--- config.mk ---
export PLATFORM = sky130hd
export DESIGN_NAME = sar_host_if
export DESIGN_NICKNAME = d
export VERILOG_FILES = /design/src/sar_if_pkg.sv /design/src/sar_host_if.sv /design/src/sync_bank.sv
export SDC_FILE = /design/constraint.sdc
export NUM_CORES = 1
export LEC_CHECK = 0
export ABC_AREA = 1
export BUFFER_PORTS_ARGS = -buffer_cell sky130_fd_sc_hd__clkbuf_2
export CAP_MARGIN = 20
export CORE_MARGIN = 3
export CORE_UTILIZATION = 47
export DETAILED_ROUTE_END_ITERATION = 8
export PLACE_DENSITY = 0.67
export SYNTH_ARGS = -nofsm -noshare
export SYNTH_HDL_FRONTEND = slang
export SYNTH_SLANG_ARGS = --single-unit
--- constraint.sdc ---
create_clock -name REF_CLK -period 4.1 [get_ports REF_CLK]
set_clock_uncertainty 0.2 [all_clocks]
set_input_delay 0.82 -clock REF_CLK [delete_from_list [all_inputs] [get_ports REF_CLK]]
set_output_delay 0.82 -clock REF_CLK [all_outputs]
set_load 0.01 [all_outputs]
--- src/sar_if_pkg.sv ---
package sar_if_pkg;

	// clock and serial timing
	localparam int unsigned REF_CLK_NS    = 20;
	localparam int unsigned SCLK_HALF_NS  = 80;
	localparam int unsigned SCLK_HALF_CYC = (SCLK_HALF_NS + REF_CLK_NS - 1) / REF_CLK_NS;

	// result layout
	localparam int unsigned RESULT_W   = 16;
	localparam int unsigned BYTE_W     = 8;
	localparam int unsigned RESULT_MSB = 15;
	localparam int unsigned HI_BYTE_LSB = 8;
	localparam int unsigned SER_BITS   = 16;
	localparam logic [15:0] RESULT_RST = 16'h0000;

	// synchronised input vector layout
	localparam int unsigned SYNC_W       = 9;
	localparam int unsigned SX_CS_N      = 8;
	localparam int unsigned SX_RC_N      = 7;
	localparam int unsigned SX_BYTE      = 6;
	localparam int unsigned SX_FMT       = 5;
	localparam int unsigned SX_CLKSEL    = 4;
	localparam int unsigned SX_SCLK      = 3;
	localparam int unsigned SX_CHAIN     = 2;
	localparam int unsigned SX_ANALOG_POWER_DOWN      = 1;
	localparam int unsigned SX_INTERNAL_REF_DISABLE      = 0;
	localparam logic [8:0]  SYNC_RST     = 9'h180;

endpackage

--- src/sar_host_if.sv ---
`timescale 1ns/1ps
`default_nettype none

module sar_host_if (
	input  wire logic        REF_CLK,
	input  wire logic        RST,
	input  wire logic        CS_N,
	input  wire logic        READ_CONVERT_N,
	input  wire logic        BYTE_SELECT,
	input  wire logic        OUTPUT_FORMAT_SELECT,
	input  wire logic        SERIAL_CLOCK_SOURCE_SELECT,
	input  wire logic        SERIAL_BIT_CLOCK_I,
	output logic             SERIAL_BIT_CLOCK_O,
	output logic             SERIAL_BIT_CLOCK_OE,
	output logic             SERIAL_RESULT_OUT,
	input  wire logic        CHAIN_IN,
	output logic [7:0]       PARALLEL_OUT,
	output logic             PARALLEL_OE,
	output logic             BUSY_N,
	output logic             CONV_START,
	input  wire logic        CONV_DONE,
	input  wire logic [15:0] CONV_DATA,
	input  wire logic        ANALOG_POWER_DOWN,
	input  wire logic        INTERNAL_REF_DISABLE,
	output logic             ANALOG_ENABLE,
	output logic             INTERNAL_REF_ENABLE
);

	typedef enum logic {ST_IDLE, ST_CONV} phase_t;

	typedef struct packed {
		phase_t      phase;
		logic        conv_done;
		logic        ser_run;
		logic [3:0]  bit_cnt;
		logic [2:0]  div_cnt;
		logic        sclk;
		logic        sclk_oe;
		logic        ext_clk_d;
		logic [15:0] shreg;
		logic [15:0] result;
		logic        busy_n;
		logic        start;
		logic [7:0]  par;
		logic        par_oe;
		logic        ana_en;
		logic        ref_en;
	} state_t;

	localparam state_t STATE_RST = '{
		phase: ST_IDLE, conv_done: 1'b0, ser_run: 1'b0, bit_cnt: 4'h0, div_cnt: 3'h0,
		sclk: 1'b0, sclk_oe: 1'b0, ext_clk_d: 1'b0, shreg: sar_if_pkg::RESULT_RST,
		result: sar_if_pkg::RESULT_RST, busy_n: 1'b1, start: 1'b0, par: 8'h00,
		par_oe: 1'b0, ana_en: 1'b0, ref_en: 1'b0};

	localparam logic [2:0] HALF_LAST = 3'(sar_if_pkg::SCLK_HALF_CYC - 1);
	localparam logic [3:0] BIT_LAST  = 4'(sar_if_pkg::SER_BITS - 1);

	state_t r;
	state_t n;
	logic [sar_if_pkg::SYNC_W-1:0] sx;
	logic        cs_s;
	logic        rc_s;
	logic        byte_s;
	logic        fmt_s;
	logic        clksel_s;
	logic        chain_s;
	logic        cmd;
	logic        ext_fall;
	logic [15:0] fres;

	sync_bank #(
		.W       (sar_if_pkg::SYNC_W),
		.RST_VAL (sar_if_pkg::SYNC_RST)
	) u_sync (
		.clk (REF_CLK),
		.rst (RST),
		.d   ({CS_N, READ_CONVERT_N, BYTE_SELECT, OUTPUT_FORMAT_SELECT,
		       SERIAL_CLOCK_SOURCE_SELECT, SERIAL_BIT_CLOCK_I, CHAIN_IN,
		       ANALOG_POWER_DOWN, INTERNAL_REF_DISABLE}),
		.q   (sx)
	);

	assign cs_s     = sx[sar_if_pkg::SX_CS_N];
	assign rc_s     = sx[sar_if_pkg::SX_RC_N];
	assign byte_s   = sx[sar_if_pkg::SX_BYTE];
	assign fmt_s    = sx[sar_if_pkg::SX_FMT];
	assign clksel_s = sx[sar_if_pkg::SX_CLKSEL];
	assign chain_s  = sx[sar_if_pkg::SX_CHAIN];
	assign cmd      = !(cs_s || rc_s);
	assign ext_fall = r.ext_clk_d && !sx[sar_if_pkg::SX_SCLK];
	// high selects straight binary, low flips the msb
	assign fres     = fmt_s ? r.result
	                        : {~r.result[sar_if_pkg::RESULT_MSB], r.result[14:0]};

	always_comb begin
		n           = r;
		n.start     = 1'b0;
		n.ext_clk_d = sx[sar_if_pkg::SX_SCLK];
		n.sclk_oe   = !clksel_s;
		n.ana_en    = !sx[sar_if_pkg::SX_ANALOG_POWER_DOWN];
		n.ref_en    = !sx[sar_if_pkg::SX_INTERNAL_REF_DISABLE];
		n.par_oe    = !cs_s && rc_s;
		n.par       = byte_s ? fres[sar_if_pkg::BYTE_W-1:0]
		                     : fres[sar_if_pkg::RESULT_MSB:sar_if_pkg::HI_BYTE_LSB];

		// internal serial clock divider
		if (r.ser_run) begin
			if (r.div_cnt == HALF_LAST) begin
				n.div_cnt = 3'h0;
				if (!r.sclk) begin
					n.sclk = 1'b1;
				end else begin
					n.sclk    = 1'b0;
					n.shreg   = {r.shreg[14:0], 1'b0};
					n.bit_cnt = r.bit_cnt + 4'h1;
					if (r.bit_cnt == BIT_LAST) begin
						n.ser_run = 1'b0;
					end
				end
			end else begin
				n.div_cnt = r.div_cnt + 3'h1;
			end
		end else if (clksel_s && ext_fall) begin
			n.shreg = {r.shreg[14:0], chain_s};
		end

		case (r.phase)
			ST_IDLE: begin
				if (cmd) begin
					n.phase     = ST_CONV;
					n.busy_n    = 1'b0;
					n.start     = 1'b1;
					n.conv_done = 1'b0;
					n.shreg     = fres;
					n.ser_run   = !clksel_s;
					n.bit_cnt   = 4'h0;
					n.div_cnt   = 3'h0;
					n.sclk      = 1'b0;
				end
			end
			ST_CONV: begin
				// new commands are ignored here
				if (CONV_DONE && !r.conv_done) begin
					n.result    = CONV_DATA;
					n.conv_done = 1'b1;
				end
				if (r.conv_done && !r.ser_run) begin
					n.phase  = ST_IDLE;
					n.busy_n = 1'b1;
				end
			end
			default: begin
				n.phase = ST_IDLE;
			end
		endcase
	end

	always_ff @(posedge REF_CLK or posedge RST) begin
		if (RST) begin
			r <= STATE_RST;
		end else begin
			r <= n;
		end
	end

	assign SERIAL_BIT_CLOCK_O  = r.sclk;
	assign SERIAL_BIT_CLOCK_OE = r.sclk_oe;
	assign SERIAL_RESULT_OUT   = r.shreg[sar_if_pkg::RESULT_MSB];
	assign PARALLEL_OUT        = r.par;
	assign PARALLEL_OE         = r.par_oe;
	assign BUSY_N              = r.busy_n;
	assign CONV_START          = r.start;
	assign ANALOG_ENABLE       = r.ana_en;
	assign INTERNAL_REF_ENABLE = r.ref_en;

	// rising serial clock edges per transfer
	logic [4:0] pulse_cnt;

	always_ff @(posedge REF_CLK or posedge RST) begin
		if (RST) begin
			pulse_cnt <= 5'h00;
		end else if (r.start) begin
			pulse_cnt <= 5'h00;
		end else if (n.sclk && !r.sclk) begin
			pulse_cnt <= pulse_cnt + 5'h01;
		end
	end
endmodule

`default_nettype wire

--- src/sync_bank.sv ---
`timescale 1ns/1ps
`default_nettype none

module sync_bank #(
	parameter int unsigned  W       = 1,
	parameter logic [W-1:0] RST_VAL = '0
) (
	input  wire logic         clk,
	input  wire logic         rst,
	input  wire logic [W-1:0] d,
	output var  logic [W-1:0] q
);

	logic [W-1:0] meta_r;

	// first stage feeds only the second stage
	always_ff @(posedge clk or posedge rst) begin
		if (rst) begin
			meta_r <= RST_VAL;
			q      <= RST_VAL;
		end else begin
			meta_r <= d;
			q      <= meta_r;
		end
	end

endmodule

`default_nettype wire

==> impl_metrics.env <==
export IMPL_syn_nets=424
export IMPL_rsz0062_at_grt="false"
export IMPL_start_util_pct=49.3
export IMPL_viasPerCell=4.98
export IMPL_dpl_cell_area_mm2=0.00362
export IMPL_nets=458
export IMPL_fp_dieW_um=91.1
export IMPL_cts_buffers=9
export IMPL_synth_top_cell_area_share_pct=52.2
export IMPL_ir_drop_mv=0.227
export IMPL_worstSkewPairLatency_ns=0.35
export IMPL_cts_max_level=3
export IMPL_areaGrowthSynthToFinish_pct=12.9
export IMPL_dr_pass1_iters=4
export IMPL_yosysWarnings=0
export IMPL_overflow=0
export IMPL_ys_seq_area_share_pct=56.1
export IMPL_routedWlPerCell_um=13.6
export IMPL_hold_viol=0
export IMPL_drc=0
export IMPL_synth_top_area_cell="dfrtp_1"
export IMPL_ctsLongestPathBuffers=2
export IMPL_power_density_mw_per_mm2=443
export IMPL_arrival_ns=2.23
export IMPL_fin_crit_sh_pct=53.4
export IMPL_max_freq_mhz=457
export IMPL_cp_required_ns=4.14
export IMPL_grt_start_max_net_pins=46
export IMPL_syn_cell_area_mm2=0.00340
export IMPL_layout_drive_gt1_share_pct=21.8
export IMPL_finalSetupViolCount=0
export IMPL_path_max_fanout=23
export IMPL_cts_tree="yes"
export IMPL_num_antenna_cells=0
export IMPL_p_leak_nw=2.08
export IMPL_core_area_mm2=0.00691
export IMPL_crit_type="reg2reg"
export IMPL_yosys_top_cells_count="143 x nand2_1, 71 x dfrtp_1, 42 x nand3_1"
export IMPL_grt_pass1_vias=2579
export IMPL_postSynthAreaPerCell_um2=8.63
export IMPL_ant_nets=0
export IMPL_place_hpwl_um=4740
export IMPL_post_place_ws_ns=1.81
export IMPL_ys_seq_elements=76
export IMPL_cts_resized=0
export IMPL_post_cts_buffers=0
export IMPL_io_pins=44
export IMPL_clk_pin_slew_ns=0.08
export IMPL_drtIter0Drc=199
export IMPL_outcome="finished clean"
export IMPL_tightest_slew_ns=0.920
export IMPL_synth_most_common_cell="nand2_1"
export IMPL_p_total_mw=1.70
export IMPL_place_inst=513
export IMPL_cap_violations=0
export IMPL_antenna_found_initial=0
export IMPL_synthTopCellsByArea="dfrtp_1 52%, nand2_1 16%, nand3_1 6.2%"
export IMPL_slew_headroom_pct=38.7
export IMPL_place_congestion=0.754
export IMPL_tns_ns=0
export IMPL_cts_hold_buf=0
export IMPL_min_path_type="in2async"
export IMPL_async_flop_share_pct=100
export IMPL_startpoint_type="flip-flop"
export IMPL_period_minus_slack_ns=2.19
export IMPL_synth_cells=394
export IMPL_vias=2631
export IMPL_end_kind="flip-flop"
export IMPL_rows=30
export IMPL_fin_ws_ns=1.91
export IMPL_cts_sinks=76
export IMPL_synth_cell_type_count=28
export IMPL_drt_wl_total_um=7200
export IMPL_synth_edf_count=0
export IMPL_dieHeight_um=91.1
export IMPL_final_cell_area_mm2=0.00384
export IMPL_die_area_mm2=0.00830
export IMPL_final_cells=528
export IMPL_grt_first_pass_wirelength_um=11900
export IMPL_portBuffers=43
export IMPL_synth_main_ff_cell="dfrtp_1"
export IMPL_grt_use_total_pct=18.3
export IMPL_slew_viol_final=0
export IMPL_cts_root_buf="clkbuf_8"
placed cells by master (no fill, tap or decap):
master / n
nand2_1: 143
dfrtp_1: 71
clkbuf_2: 43
nand3_1: 42
nor2_1: 30
inv_1: 29
clkbuf_8: 11
nand3_2: 10
a21oi_1: 10
a21oi_2: 8
inv_2: 6
dfstp_2: 5
buf_4: 3
nor2_2: 2
a211oi_1: 2
nor3_1: 2
ha_1: 2
bufinv_16: 2
nand4_4: 1
nand2_2: 1
o21ai_0: 1
xor2_1: 1
a22oi_1: 1
xnor2_1: 1
o22ai_1: 1
nand4_1: 1
a21o_1: 1
clkinv_2: 1
clkinvlp_4: 1
area by class of cell:
class | count | area, um^2
multi-input combinational | 260 | 1220
fill | 663 | 3070
timing repair buffer | 46 | 238
inverter | 35 | 131
sequential | 76 | 1910
tap | 96 | 120
clock inverter | 4 | 72.6
clock buffer | 11 | 151
final timing paths:
kind,cells after the start,startpoint,end,slack [ns]
max in group asynchronous,3,RST,r[31],2.80
max reg2reg,5,r[55],r[54],1.91
min in group REF_CLK,0,u_sync.meta_r[0],u_sync.q[0],0.15
max,5,r[55],r[54],1.91
min,2,RST,u_sync.meta_r[2],0.12
min reg2reg,0,u_sync.meta_r[0],u_sync.q[0],0.15
sequential cells by signal, summed over array words and instances, names as in the netlist:
register / cells
SERIAL_BIT_CLOCK_O: 1
CONV_START: 1
INTERNAL_REF_ENABLE: 1
SERIAL_BIT_CLOCK_OE: 1
r: 42
SERIAL_RESULT_OUT: 1
ANALOG_ENABLE: 1
u_sync.meta_r: 9
BUSY_N: 1
PARALLEL_OUT: 8
u_sync.q: 9
PARALLEL_OE: 1
report_power, final:
group / internal [mW] / switching (mW)
combinational: 0.0658 / 0.100
clock: 0.372 / 0.269
sequential: 0.838 / 0.0591
worst max-delay path: stages, from the launching register on:
cell	delay (ns)
dfrtp_1	0.95
nand4_4	0.47
nor2_1	0.26
nand2_1	0.08
nand2_1	0.06
nor2_1	0.05
metrics by stage:
step                hold slack (ns)  util (%)
floorplan                     0.131         -
global placement              0.131      52.4
detailed placement            0.135      52.4
CTS                           0.114      55.6
global route                  0.113      55.6
finish                        0.122      55.6
logic make-up (layout without fill, tap and decap cells):
kind of cell	Yosys count	in the layout	synth area share, %
simple gates	232	232	29.9
fa+ha+maj	2	2	0.735
buf+inv	58	96	8.05
xor+xnor	2	2	0.515
flops	76	76	56.1
compound gates	24	24	4.74
routing by layer:
| metal | global-route usage [%] | routed length [um] | share of wire (%) | up-vias |
|---|---|---|---|---|
| met5 | 0 | 0 | 0 | - |
| li1 | - | - | - | 1295 |
| met4 | 10.6 | 212 | 2.9 | 0 |
| met3 | 3.89 | 309 | 4.3 | 20 |
| met1 | 23.2 | 3160 | 44 | 1250 |
| met2 | 29.1 | 3520 | 49 | 66 |
(Power assumes the default switching activity.)
